<file path="src/ctw_pkg.sv">
// ctw_pkg: shared constants for the charger timer and irq housekeeping block
// assumes a 100 MHz clock and a simple byte register port from the serial core
package ctw_pkg;
   // ************************************************************
   // register map
   // ************************************************************
   localparam logic [7:0] CTW_ADDR_TIMER_IRQ = 8'h24; // timer_and_irq_control
   localparam logic [7:0] CTW_ADDR_GUARD     = 8'h25; // watchdog_control
   localparam logic [7:0] CTW_RST_TIMER_IRQ  = 8'h00;
   localparam logic [7:0] CTW_RST_GUARD      = 8'h13;
   localparam logic [7:0] CTW_GUARD_WMASK    = 8'h93; // writable bits
   // field positions in timer_and_irq_control
   localparam int CTW_TOPOFF_LSB = 6;
   localparam int CTW_WAKE_LSB   = 3;
   localparam int CTW_WAKE_EN    = 2;
   localparam int CTW_REMIND     = 1;
   localparam int CTW_RELEASE    = 0;
   // field positions in watchdog_control
   localparam int CTW_GUARD_EN   = 7;
   localparam int CTW_RESTORE    = 4;
   localparam int CTW_TMO_LSB    = 0;
   // ************************************************************
   // time base
   // ************************************************************
   localparam int CTW_CLK_MHZ    = 100;
   localparam int CTW_MS_NS      = 1000000;
   localparam int CTW_CLK_NS     = 1000 / CTW_CLK_MHZ;
   localparam int CTW_MS_CYCLES  = CTW_MS_NS / CTW_CLK_NS;
   // periods in ms
   localparam int CTW_TOPOFF_30_MS  = 30 * 60000;
   localparam int CTW_TOPOFF_45_MS  = 45 * 60000;
   localparam int CTW_TOPOFF_60_MS  = 60 * 60000;
   localparam int CTW_WAKE_4S_MS    = 4000;    // doubles per code up to 64 s
   localparam int CTW_WAKE_2M_MS    = 120000;  // codes 5..7 double from 2 min
   localparam int CTW_GUARD_1S_MS   = 1000;    // doubles per code up to 8 s
   localparam int CTW_RESTORE_0_MS  = 200;
   localparam int CTW_RESTORE_1_MS  = 500;
   localparam int CTW_RELEASE_MS    = 1;       // length of a line release
   localparam logic [31:0] CTW_MS_W = 32'(CTW_MS_CYCLES);
endpackage

</file>
<file path="src/ctw_top.sv">
// ctw_top: top-off, wake-up, interrupt reminder/release and guard timer
// assumes the serial core gives byte writes/reads with a one-cycle strobe
// Operation
// - top-off charge lasts 0/30/45/60 minutes
// - wake-up interrupt period chosen from eight
// - wake-up timer runs only when enabled
// - release bit frees line, clears itself after
// - guard interrupt after 1/2/4/8 s when enabled
// - after guard, wait 200/500 ms then restore
`timescale 1ns/1ps
module ctw_top
   import ctw_pkg::*;
#(
   parameter logic [31:0] P_MS_DIV = CTW_MS_W // cycles per millisecond
)(
   // clock and reset
   input  wire logic       i_clk,
   input  wire logic       i_reset_n,
   // register port from serial core
   input  wire logic       i_reg_wr,
   input  wire logic       i_reg_rd,
   input  wire logic [7:0] i_reg_addr,
   input  wire logic [7:0] i_reg_wdata,
   output logic      [7:0] o_reg_rdata,
   // charger interface
   input  wire logic       i_end_of_charge,
   input  wire logic       i_irq_event,
   output logic            o_topoff_active,
   output logic            o_topoff_done,
   output logic            o_settings_restore,
   // interrupt line, active low open drain
   output logic            o_irq_oe,
   output logic            o_irq_pending
);
   // ************************************************************
   // registers and timers
   // ************************************************************
   logic [7:0]  ctl_q;          // timer_and_irq_control
   logic [7:0]  grd_q;          // watchdog_control
   logic        tick;           // one ms enable
   logic [31:0] topoff_ms_q;    // top-off elapsed
   logic        topoff_run_q;   // top-off counting
   logic [31:0] wake_ms_q;      // wake-up elapsed
   logic [31:0] guard_ms_q;     // guard elapsed
   logic [31:0] rel_ms_q;       // line-release elapsed
   logic        pend_q;         // interrupt raised, unserviced
   logic        rel_q;          // line being released
   logic        remind_q;       // a reminder already due in this hold
   logic [31:0] remind_ms_q;    // time since line asserted
   logic        wake_hit;
   logic        guard_hit;
   logic        restore_hit;
   logic        access;
   logic [31:0] topoff_lim;
   logic [31:0] wake_lim;
   logic [31:0] guard_lim;
   logic [31:0] restore_lim;
   typedef enum {CTW_G_IDLE, CTW_G_COUNT, CTW_G_WAIT} ctw_guard_type;
   ctw_guard_type g_st_q;
   logic        rel_done;       // release ends at this tick
   ctw_ms_tick #(.P_DIV(P_MS_DIV)) u_tick (
      .i_clk     (i_clk),
      .i_reset_n (i_reset_n),
      .o_tick    (tick)
   );
   assign rel_done = rel_q && tick && rel_ms_q + 32'h1 >= 32'(CTW_RELEASE_MS);
   // any valid access restarts the guard while it counts
   assign access = (i_reg_wr | i_reg_rd) &&
                   (i_reg_addr == CTW_ADDR_TIMER_IRQ ||
                    i_reg_addr == CTW_ADDR_GUARD);
   // ************************************************************
   // limit decode
   // ************************************************************
   always_comb begin
      case (ctl_q[CTW_TOPOFF_LSB +: 2])
         2'h1:    topoff_lim = 32'(CTW_TOPOFF_30_MS);
         2'h2:    topoff_lim = 32'(CTW_TOPOFF_45_MS);
         2'h3:    topoff_lim = 32'(CTW_TOPOFF_60_MS);
         default: topoff_lim = 32'h0;
      endcase
      // 4 s doubling for codes 0..4, 2 min doubling for 5..7
      if (ctl_q[CTW_WAKE_LSB +: 3] < 3'h5)
         wake_lim = 32'(CTW_WAKE_4S_MS) << ctl_q[CTW_WAKE_LSB +: 3];
      else
         wake_lim = 32'(CTW_WAKE_2M_MS) << (ctl_q[CTW_WAKE_LSB +: 3] - 3'h5);
      guard_lim = 32'(CTW_GUARD_1S_MS) << grd_q[CTW_TMO_LSB +: 2];
      restore_lim = grd_q[CTW_RESTORE] ? 32'(CTW_RESTORE_1_MS)
                                       : 32'(CTW_RESTORE_0_MS);
   end

   assign wake_hit    = tick && ctl_q[CTW_WAKE_EN] &&
                        wake_ms_q + 32'h1 >= wake_lim;
   assign guard_hit   = tick && g_st_q == CTW_G_COUNT && !access &&
                        guard_ms_q + 32'h1 >= guard_lim;
   assign restore_hit = tick && g_st_q == CTW_G_WAIT &&
                        guard_ms_q + 32'h1 >= restore_lim;
   // ************************************************************
   // register writes; restore returns settings to reset values
   // ************************************************************
   always_ff @(posedge i_clk or negedge i_reset_n) begin
      if (!i_reset_n) begin
         ctl_q <= CTW_RST_TIMER_IRQ;
         grd_q <= CTW_RST_GUARD;
      end else if (restore_hit) begin
         ctl_q <= CTW_RST_TIMER_IRQ;
         grd_q <= CTW_RST_GUARD;
      end else begin
         if (i_reg_wr && i_reg_addr == CTW_ADDR_TIMER_IRQ)
            ctl_q <= {i_reg_wdata[7:1], i_reg_wdata[CTW_RELEASE] |
                      (ctl_q[CTW_RELEASE] & !rel_done)}; // set wins
         else if (rel_done)
            ctl_q[CTW_RELEASE] <= 1'b0; // self clear when done
         if (i_reg_wr && i_reg_addr == CTW_ADDR_GUARD)
            grd_q <= i_reg_wdata & CTW_GUARD_WMASK;
      end
   end

   // read data registered
   always_ff @(posedge i_clk or negedge i_reset_n) begin
      if (!i_reset_n)
         o_reg_rdata <= 8'h00;
      else if (i_reg_rd)
         o_reg_rdata <= i_reg_addr == CTW_ADDR_TIMER_IRQ ? ctl_q :
                        i_reg_addr == CTW_ADDR_GUARD ? grd_q : 8'h00;
   end

   // ************************************************************
   // top-off timer
   // ************************************************************
   always_ff @(posedge i_clk or negedge i_reset_n) begin
      if (!i_reset_n) begin
         topoff_run_q  <= 1'b0;
         topoff_ms_q   <= 32'h0;
         o_topoff_done <= 1'b0;
      end else if (i_end_of_charge && !topoff_run_q && !o_topoff_done) begin
         topoff_run_q  <= topoff_lim != 32'h0; // zero minutes ends at once
         o_topoff_done <= topoff_lim == 32'h0;
         topoff_ms_q   <= 32'h0;
      end else if (!i_end_of_charge) begin
         topoff_run_q  <= 1'b0;
         o_topoff_done <= 1'b0;
      end else if (topoff_run_q && tick) begin
         topoff_ms_q <= topoff_ms_q + 32'h1;
         if (topoff_ms_q + 32'h1 >= topoff_lim) begin
            topoff_run_q  <= 1'b0;
            o_topoff_done <= 1'b1;
         end
      end
   end
   assign o_topoff_active = topoff_run_q;

   // ************************************************************
   // wake-up timer; stops and clears when disabled
   // ************************************************************
   always_ff @(posedge i_clk or negedge i_reset_n) begin
      if (!i_reset_n)
         wake_ms_q <= 32'h0;
      else if (!ctl_q[CTW_WAKE_EN] || wake_hit)
         wake_ms_q <= 32'h0;
      else if (tick)
         wake_ms_q <= wake_ms_q + 32'h1;
   end

   // ************************************************************
   // guard timer: count, interrupt, wait, restore
   // ************************************************************
   always_ff @(posedge i_clk or negedge i_reset_n) begin
      if (!i_reset_n) begin
         g_st_q     <= CTW_G_IDLE;
         guard_ms_q <= 32'h0;
      end else if (!grd_q[CTW_GUARD_EN]) begin
         g_st_q     <= CTW_G_IDLE; // disable stops timer and restore
         guard_ms_q <= 32'h0;
      end else begin
         case (g_st_q)
            CTW_G_IDLE: begin
               g_st_q     <= CTW_G_COUNT;
               guard_ms_q <= 32'h0;
            end
            CTW_G_COUNT: begin
               if (access)
                  guard_ms_q <= 32'h0;
               else if (guard_hit) begin
                  g_st_q     <= CTW_G_WAIT;
                  guard_ms_q <= 32'h0;
               end else if (tick)
                  guard_ms_q <= guard_ms_q + 32'h1;
            end
            CTW_G_WAIT: begin
               if (restore_hit) begin
                  g_st_q     <= CTW_G_IDLE;
                  guard_ms_q <= 32'h0;
               end else if (tick)
                  guard_ms_q <= guard_ms_q + 32'h1;
            end
            default: g_st_q <= CTW_G_IDLE;
         endcase
      end
   end
   always_ff @(posedge i_clk or negedge i_reset_n) begin
      if (!i_reset_n)
         o_settings_restore <= 1'b0;
      else
         o_settings_restore <= restore_hit;
   end

   // ************************************************************
   // interrupt pending, cleared by a read (the host check)
   // set wins over the clear so no event is lost
   // ************************************************************
   always_ff @(posedge i_clk or negedge i_reset_n) begin
      if (!i_reset_n)
         pend_q <= 1'b0;
      else if (i_irq_event || wake_hit || guard_hit)
         pend_q <= 1'b1;
      else if (i_reg_rd)
         pend_q <= 1'b0;
   end
   assign o_irq_pending = pend_q;

   // ************************************************************
   // line release: software request or reminder
   // ************************************************************
   always_ff @(posedge i_clk or negedge i_reset_n) begin
      if (!i_reset_n) begin
         rel_q       <= 1'b0;
         rel_ms_q    <= 32'h0;
         remind_ms_q <= 32'h0;
         remind_q    <= 1'b0;
      end else if (rel_q) begin
         if (tick) begin
            rel_ms_q <= rel_ms_q + 32'h1;
            if (rel_ms_q + 32'h1 >= 32'(CTW_RELEASE_MS))
               rel_q <= 1'b0; // line asserted again
         end
      end else if (ctl_q[CTW_RELEASE]) begin
         rel_q    <= 1'b1;
         rel_ms_q <= 32'h0;
      end else if (pend_q && ctl_q[CTW_REMIND] && tick) begin
         // reminder after a wake-period-scale wait of 4 s unserviced
         remind_ms_q <= remind_ms_q + 32'h1;
         if (remind_ms_q + 32'h1 >= 32'(CTW_WAKE_4S_MS)) begin
            rel_q       <= 1'b1;
            rel_ms_q    <= 32'h0;
            remind_ms_q <= 32'h0;
            remind_q    <= 1'b1;
         end
      end else if (!pend_q) begin
         remind_ms_q <= 32'h0;
         remind_q    <= 1'b0;
      end
   end
   assign o_irq_oe = pend_q && !rel_q; // drive low while pending, except during a release

   // ************************************************************
   // checks
   // ************************************************************
   chk_wake_disabled: assert property (@(posedge i_clk) disable iff
      (!i_reset_n) !ctl_q[CTW_WAKE_EN] |=> wake_ms_q == 32'h0)
      else $error("wake timer ran while disabled");
   chk_release_frees: assert property (@(posedge i_clk) disable iff
      (!i_reset_n) rel_q |-> !o_irq_oe)
      else $error("line driven during release");
   chk_release_start: assert property (@(posedge i_clk) disable iff
      (!i_reset_n) ctl_q[CTW_RELEASE] && !rel_q |=> rel_q)
      else $error("release request not started");
   chk_guard_wait: assert property (@(posedge i_clk) disable iff
      (!i_reset_n) guard_hit && grd_q[CTW_GUARD_EN] |=>
      g_st_q == CTW_G_WAIT)
      else $error("guard timeout did not enter wait");
   chk_guard_pend: assert property (@(posedge i_clk) disable iff
      (!i_reset_n) guard_hit |=> pend_q)
      else $error("guard timeout raised no interrupt");
   chk_restore_vals: assert property (@(posedge i_clk) disable iff
      (!i_reset_n) restore_hit |=> grd_q == CTW_RST_GUARD &&
      ctl_q == CTW_RST_TIMER_IRQ && o_settings_restore)
      else $error("settings not restored");
   chk_access_kick: assert property (@(posedge i_clk) disable iff
      (!i_reset_n) access && g_st_q == CTW_G_COUNT &&
      grd_q[CTW_GUARD_EN] |=> guard_ms_q == 32'h0)
      else $error("access did not restart guard");
   chk_topoff_zero: assert property (@(posedge i_clk) disable iff
      (!i_reset_n) i_end_of_charge && !topoff_run_q && !o_topoff_done &&
      topoff_lim == 32'h0 |=> o_topoff_done)
      else $error("zero top-off not immediate");
   chk_wake_pend: assert property (@(posedge i_clk) disable iff
      (!i_reset_n) wake_hit |=> pend_q)
      else $error("wake-up raised no interrupt");
   chk_remind_rel: assert property (@(posedge i_clk) disable iff
      (!i_reset_n) !ctl_q[CTW_REMIND] && !ctl_q[CTW_RELEASE] && !rel_q
      |=> !rel_q)
      else $error("release without request");
   cov_wake: cover property (@(posedge i_clk) wake_hit);
   cov_restore: cover property (@(posedge i_clk) restore_hit);
   cov_remind: cover property (@(posedge i_clk) remind_q && rel_q);
   cov_topoff: cover property (@(posedge i_clk) $rose(o_topoff_done));
endmodule

</file>
<file path="src/ctw_ms_tick.sv">
// ctw_ms_tick: divider giving a one-cycle enable each millisecond
// assumes the single system clock; the period is a parameter for simulation
`timescale 1ns/1ps
module ctw_ms_tick
   import ctw_pkg::*;
#(
   parameter logic [31:0] P_DIV = CTW_MS_W
)(
   // clock and reset
   input  wire logic i_clk,
   input  wire logic i_reset_n,
   // tick out
   output logic      o_tick
);
   logic [31:0] cnt_q; // cycles inside the current millisecond

   // ************************************************************
   // free running divider
   // ************************************************************
   always_ff @(posedge i_clk or negedge i_reset_n) begin
      if (!i_reset_n) begin
         cnt_q  <= 32'h0;
         o_tick <= 1'b0;
      end else if (cnt_q >= P_DIV - 32'h1) begin
         cnt_q  <= 32'h0;
         o_tick <= 1'b1;
      end else begin
         cnt_q  <= cnt_q + 32'h1;
         o_tick <= 1'b0;
      end
   end
endmodule

</file>
<file path="config.mk">
export PLATFORM = sky130hd
export DESIGN_NAME = ctw_top
export DESIGN_NICKNAME = d
export VERILOG_FILES = /design/src/ctw_pkg.sv /design/src/ctw_top.sv /design/src/ctw_ms_tick.sv
export SDC_FILE = /design/constraint.sdc
export NUM_CORES = 1
export LEC_CHECK = 0
export BUFFER_PORTS_ARGS = -buffer_cell sky130_fd_sc_hd__buf_2
export CAP_MARGIN = 20
export CORE_ASPECT_RATIO = 1.1
export CORE_MARGIN = 2
export CORE_UTILIZATION = 58
export CTS_CLUSTER_DIAMETER = 40
export CTS_CLUSTER_SIZE = 30
export DETAILED_ROUTE_END_ITERATION = 6
export PLACE_DENSITY = 0.88
export REMOVE_ABC_BUFFERS = 1
export SYNTH_ARGS = -nofsm -noshare
export SYNTH_HDL_FRONTEND = slang
export SYNTH_HIERARCHICAL = 1
export SYNTH_SLANG_ARGS = --single-unit
</file>
<file path="constraint.sdc">
create_clock -name i_clk -period 3.5 [get_ports i_clk]
set_input_delay 0.175 -clock i_clk [delete_from_list [all_inputs] [get_ports i_clk]]
set_output_delay 0.175 -clock i_clk [all_outputs]
set_load 0.01 [all_outputs]
</file>
Word level (Yosys, flattened, before mapping):

Index checks and enable logic that the tools add are counted.

* logic and storage cells: 155
* bits of input ports: 22
* register bits: 254

* eq/ne operators: 17
* magnitude comparators: 8
* $add $sub $neg: 7
* shift-type cells: 3
* muxes and demuxes: 53
* reduce and logical (&&, ||, !) cells: 45
* bitwise gates (word level): 5

Operators with widths (count)
* two-way mux 32 bit: 24
* adder 32 x 1 -> 32 bit (second input constant): 6
* one-hot mux 32 bit (3 select lines): 2
* one-hot mux 22 bit (3 select lines): 1
* == test 32 x 2 -> 1 bit (second input constant): 2
* greater-or-equal comparator 32 bit: 2
* zero test 32 bit: 2
* two-way mux 8 bit: 5
* == test 32 x 1 -> 1 bit (second input constant): 1
* == test 32 x 3 -> 1 bit (second input constant): 1
* greater-or-equal comparator 32 x 1 -> 1 bit (second input constant): 1
* greater-or-equal comparator 32 x 12 -> 1 bit (second input constant): 1
* greater-or-equal comparator 32 x 17 -> 1 bit (second input constant): 1
* greater-or-equal comparator 32 x 22 -> 1 bit: 1
* greater-or-equal comparator 32 x 9 -> 1 bit: 1
* nonzero test 32 bit: 1
* left shift 10 x 2 -> 32 bit (first input constant): 1
* left shift 12 x 3 -> 32 bit (first input constant): 1
* left shift 17 x 3 -> 32 bit (first input constant): 1
* two-way mux 1 bit: 19
* logical AND 1 bit: 18
* == test 8 x 6 -> 1 bit (second input constant): 2
* nonzero test 2 bit: 6
* two-way mux 9 bit: 1
* other kinds (17): 37

Longest topological paths before layout:

* depth in word-level cells: 10
* mapped depth: 19

Hierarchy:

Netlist, hierarchy kept.

Modules (own cells, without submodules)
* ctw_top: cells an instance 1538, times used 1, sequential area each 4683.2 sq um, area an instance 13107.6 sq um
* ctw_ms_tick: cells an instance 114, times used 1, sequential area each 825.8 sq um, area an instance 1312.5 sq um

Worst setup path after synthesis:

No wires, ideal clock.

* path type: register to register
* start: register ctl_q[3]
* end: register wake_ms_q[5]
* data required time: 3.434 ns
* setup time: 0.066 ns
* buffers on the path: 3
* cell stages (with the launch flop): 18
* period minus slack after synthesis: 3.421 ns
* data arrival time: 3.355 ns
* slack: 0.079 ns
* path through: dfrtp_1 clkbuf_1 inv_1 ha_1 ha_1 clkbuf_1 nor2_1 o21ai_0 ha_1 o21a_1 o21a_1 o21ai_0 a21oi_1 o41ai_1 nand3_1 nor2_1 buf_4 a22o_1

* longest elaborated chain between the ends: 7
* elaborated cells on any way between the ends: 10
* classes of those cells: add/sub (1); order compare (2); shift (2); mux (2); reduce/logical (3)

Ends and longest elaborated chain
* from (decl): line ctw_top.sv:38 `logic [7:0] ctl_q;`
* from (signal assigned): line ctw_top.sv:109 `ctl_q <= {i_reg_wdata[7:1], i_reg_wdata[CTW_RELEASE] |`
* subtractor 3 bit: line ctw_top.sv:85 `wake_lim = 32'(CTW_WAKE_2M_MS) << (ctl_q[CTW_WAKE_LSB +: 3] - 3'h5);`
* left shift 17 x 3 -> 32 bit: line ctw_top.sv:85
* two-way mux 32 bit (*): line ctw_top.sv:82 `if (ctl_q[CTW_WAKE_LSB +: 3] < 3'h5)`
* greater-or-equal comparator 32 bit (*): line ctw_top.sv:92 `wake_ms_q + 32'h1 >= wake_lim;`
* logical AND 1 bit (*): line ctw_top.sv:91 `assign wake_hit = tick && ctl_q[CTW_WAKE_EN] &&`
* logical OR 1 bit (*): line ctw_top.sv:158 `else if (!ctl_q[CTW_WAKE_EN] || wake_hit)`
* two-way mux 32 bit / nonzero test 2 bit (equally long branches)
* to (signal assigned): line ctw_top.sv:161 `wake_ms_q <= wake_ms_q + 32'h1;`
* to (decl): line ctw_top.sv:43 `logic [31:0] wake_ms_q;`

Every way passes the cells marked *; elsewhere a longest branch is shown, timed or not.
A chain may end at the register's enable or synchronous reset.

Final worst setup path:

* start: register wake_ms_q[1]
* end: register wake_ms_q[2]

* longest elaborated chain between the ends: 5
* elaborated cells on any way between the ends: 7
* classes of those cells: add/sub (1); order compare (1); mux (2); reduce/logical (3)

Ends and longest elaborated chain (line)
* adder 32 x 1 -> 32 bit (*): ctw_top.sv:92, ctw_top.sv:161
* greater-or-equal comparator 32 bit: ctw_top.sv:92
* logical AND 1 bit: ctw_top.sv:91
* logical OR 1 bit: ctw_top.sv:158
* two-way mux 32 bit / nonzero test 2 bit (equally long branches)

Every way passes the cells marked *; elsewhere a longest branch is shown, timed or not. The select of a mux whose other input is x is not followed.

==> results_tabular.tex <==
\begin{tabular}{lr}
\hline
Metric & Value \\
\hline
\multicolumn{2}{l}{\textbf{Outcome}} \\
Result of the run & finished, violations left \\
Violated checks & setup timing \\
\multicolumn{2}{l}{\textbf{CTS}} \\
H-tree depth reported by CTS & 2 \\
Root buf cell & sky130\_fd\_sc\_hd\_\_clkbuf\_16 \\
Clock transition at the register clock pins on the worst setup and hold paths after CTS & 0.06 ns \\
Inserted Clock Buffers & 38 \\
Clock sink count & 220 \\
Clock Tree Buf Depth & 3 \\
CTS tree & built \\
Insertion delay of the later-clocked pin in the worst-skew pair & 0.52 ns \\
\multicolumn{2}{l}{\textbf{Timing}} \\
Minimum clock period after layout & 3.53 ns \\
Worst-case headroom to the max-slew limit & 29.2\% \\
Worst Clk Skew & 0.0320 ns \\
Final worst slack & -0.0292 ns \\
Final-report hold violation count & 0 \\
Total setup violations reported at the end of the flow & 1 \\
Highest clock rate & 0.283 GHz \\
Worst Max-Slew Pin Slew & 1.06 ns \\
Tcrit/Tclk final & 101\% \\
Worst hold margin & 0.0346 ns \\
Final Slew Violations & 0 \\
\multicolumn{2}{l}{\textbf{Worst setup path}} \\
Worst Path Class, Setup & register to register \\
Critical path launch point type & register \\
Required time of the critical path & 3.95 ns \\
Endpoint kind of the worst setup timing path & register \\
Crit-path max FO & 6 \\
Arrival time at the worst endpoint & 3.98 ns \\
\multicolumn{2}{l}{\textbf{Logic synthesis}} \\
Most used flip-flop cell after synthesis & sky130\_fd\_sc\_hd\_\_dfrtp\_1 \\
Summed instance area of the synthesized netlist & 14,400 µm² \\
EDFF count, synth & 0 \\
Avg Synthesized Cell Area & 8.73 µm² \\
Count of yosys warnings during synthesis & 6 \\
Cell types occupying the most area after synthesis & sky130\_fd\_sc\_hd\_\_dfrtp\_1, sky130\_fd\_sc\_hd\_\_ha\_1, sky130\_fd\_sc\_hd\_\_nand2\_1, sky130\_fd\_sc\_hd\_\_nand3\_1, sky130\_fd\_sc\_hd\_\_nor2\_1 \\
Fraction of the yosys area taken by sequential cells & 38.2\% \\
Most frequent cell after synthesis & sky130\_fd\_sc\_hd\_\_dfrtp\_1 \\
Portion of synthesized cell area occupied by the leading cell type & 37.7\% \\
Commonest cells in the synthesized netlist & sky130\_fd\_sc\_hd\_\_dfrtp\_1, sky130\_fd\_sc\_hd\_\_nand2\_1, sky130\_fd\_sc\_hd\_\_nor2\_1 \\
Largest area contributor in the netlist & sky130\_fd\_sc\_hd\_\_dfrtp\_1 \\
Async set or reset register ratio after synthesis & 100\% \\
Count of state elements after synthesis & 220 \\
Number of unique standard cell types used by synthesis & 91 \\
Gate count after technology mapping & 1,652 \\
\multicolumn{2}{l}{\textbf{Floorplanning}} \\
Die height & 169 µm \\
Area of the core & 24,500 µm² \\
Initial Utilization & 58.9\% \\
Std-Cell Rows & 60 \\
Chip Width & 154 µm \\
Die outline area & 26,100 µm² \\
I/O pin count & 35 \\
\multicolumn{2}{l}{\textbf{GRT}} \\
Antenna violations before repair & 2 \\
Tot GR Track Use & 26.5\% \\
Via count of the first global-routing pass & 12,600 \\
Gr ovfl total & 0 \\
Wire length of the first global-routing pass & 58,500 µm \\
Maximum number of pins on one net before global-route repair & 117 \\
\multicolumn{2}{l}{\textbf{Drt}} \\
Average wire length per cell after detail routing & 17.1 µm \\
Count of unresolved DRC violations after routing & 0 \\
Top routing layer in use & met4 \\
DR iter-0 viols & 1,197 \\
Detailed-router iteration count before antenna repair & 5 \\
Average vias per placed instance & 6.36 \\
Wire length on met1 & 14,600 µm \\
Routed Wire Length & 35,300 µm \\
Via count & 13,100 \\
Routed length on met3 & 2420 µm \\
Met2 routed WL & 17,000 µm \\
ANT nets after route & 0 \\
\multicolumn{2}{l}{\textbf{Finish}} \\
Share of final-layout standard cells stronger than drive strength 1 & 14.1\% \\
Final net count & 1,820 \\
Share of the core filled with cells & 68.4\% \\
Layout overhead on the synthesized area & 16.0\% \\
\multicolumn{2}{l}{\textbf{Min path}} \\
Worst min-delay path class & input port to register \\
\multicolumn{2}{l}{\textbf{Power}} \\
Max rail drop VDD & 426 µV \\
Static leakage power & 0.00752 µW \\
Cell area power density & 427 nW/µm² \\
\multicolumn{2}{l}{\textbf{Place}} \\
Final HPWL from detailed placement & 23,400 µm \\
Port Buf Inserts & 34 \\
Worst setup slack before clock tree synthesis & -0.0927 ns \\
Final estimated routing congestion in global placement & 0.932 \\
\multicolumn{2}{l}{\textbf{Run}} \\
Max-cap violations & 0 \\
\hline
\end{tabular}
==> power breakdown <==
group,switching (µW),internal [µW],total (µW)
combinational,446,222,668
clock,1410,2400,3810
sequential,72.5,2600,2670
total,1930,5220,7150
==> cells by family after synthesis <==
kind of cell,Yosys count,synth area share (%)
AOI/OAI and AO/OA,354,17.2
xor gates and xnor gates,80,4.86
adders and majority gates,75,6.51
buffers and inverters,157,4.63
DFF,220,38.2
muxes,24,1.70
other,1,0.0260
and+or+nand+nor,741,26.9
==> cell usage in the layout, fill, tap and decap left out, types with 12 or more instances in the layout <==
cell,count
sky130_fd_sc_hd__dfrtp_1,212
sky130_fd_sc_hd__nand2_1,168
sky130_fd_sc_hd__nor2_1,136
sky130_fd_sc_hd__nand3_1,104
sky130_fd_sc_hd__o21ai_0,77
sky130_fd_sc_hd__ha_1,72
sky130_fd_sc_hd__inv_1,66
sky130_fd_sc_hd__a21oi_1,57
sky130_fd_sc_hd__buf_4,57
sky130_fd_sc_hd__nand4_1,55
sky130_fd_sc_hd__and2_1,51
sky130_fd_sc_hd__xnor2_1,49
sky130_fd_sc_hd__nor3_1,46
sky130_fd_sc_hd__clkbuf_16,39
sky130_fd_sc_hd__a22o_1,37
sky130_fd_sc_hd__and3_1,36
sky130_fd_sc_hd__buf_2,33
sky130_fd_sc_hd__nor4_1,27
sky130_fd_sc_hd__xor2_1,26
sky130_fd_sc_hd__a31oi_1,23
sky130_fd_sc_hd__a211o_1,21
sky130_fd_sc_hd__mux2i_1,20
sky130_fd_sc_hd__a21o_1,18
sky130_fd_sc_hd__o211ai_1,16
sky130_fd_sc_hd__conb_1,15
sky130_fd_sc_hd__o31ai_1,14
sky130_fd_sc_hd__and4_1,12
==> per-layer routing <==
metal / vias up / global-route usage [%]
met1: 6260 / 33.7
li1: 6170 / -
met4: 0 / 10.8
met3: 117 / 4.52
met5: - / 0
met2: 573 / 45.1
==> registers in the layout, indices dropped and copies added (netlist names), 2 cells and up <==
signal / cells
o_reg_rdata: 8
wake_ms_q: 32
ctl_q: 8
remind_ms_q: 32
rel_ms_q: 32
g_st_q: 2
grd_q: 4
topoff_ms_q: 32
guard_ms_q: 32
u_tick/cnt_q: 32
==> area by class of cell <==
| type | count | area (µm²) |
|---|---|---|
| Antenna cell | 2 | 5.00 |
| Inverter | 67 | 251 |
| Clock inverter | 28 | 343 |
| Clock buffer | 41 | 983 |
| Multi-Input combinational cell | 1290 | 8460 |
| Sequential cell | 220 | 5520 |
| Tap cell | 310 | 388 |
| Fill cell | 1786 | 7740 |
| Timing Repair Buffer | 106 | 786 |
==> what timing repair did <==
item,in CTS,in global routing
setup endpoints to repair,27,62
setup buffers,0,9
hold endpoints to repair,121,0
resized for setup,11,30
pin swaps,0,15
cloned,0,2
hold buffers,10,0
==> worst max-delay path: stages, from the launching register on <==
cell and delay, ns:
sky130_fd_sc_hd__dfrtp_1 0.42, sky130_fd_sc_hd__nand3_1 0.12, sky130_fd_sc_hd__or4_4 0.53, sky130_fd_sc_hd__nor2_4 0.19
sky130_fd_sc_hd__nand3_2 0.12, sky130_fd_sc_hd__xnor2_2 0.22, sky130_fd_sc_hd__ha_1 0.29, sky130_fd_sc_hd__a21o_1 0.19
sky130_fd_sc_hd__a21o_1 0.19, sky130_fd_sc_hd__a21oi_2 0.15, sky130_fd_sc_hd__o21ai_1 0.11, sky130_fd_sc_hd__a221oi_2 0.26
sky130_fd_sc_hd__and3_1 0.35, sky130_fd_sc_hd__nand4b_1 0.18, sky130_fd_sc_hd__nand3_1 0.13
==> stage by stage <==
stage	cells	setup TNS, ns	total power, µW	instance area [µm²]
2_1_floorplan	1576	-16.55	3060	14100
3_3_place_gp	1970	0	3320	15000
3_5_place_dp	1971	-1.28	3360	15100
4_1_cts	2050	0	7190	16500
5_1_grt	2063	-2.42	7400	16700
6_report	2064	-0.0292	7150	16700
==> path summary, 6_finish.rpt <==
check	cells after the start	to	slack (ns)	from
max	14	wake_ms_q[2]	-0.03	wake_ms_q[1]
min	4	grd_q[0]	0.03	i_reg_wdata[0]
max reg2reg	14	wake_ms_q[2]	-0.03	wake_ms_q[1]
min reg2reg	1	remind_ms_q[18]	0.51	remind_ms_q[18]
max in group asynchronous	3	remind_ms_q[7]	2.29	i_reset_n
min in group asynchronous	2	topoff_ms_q[25]	0.35	i_reset_n
Note: power is estimated with default switching activity, not from simulation.
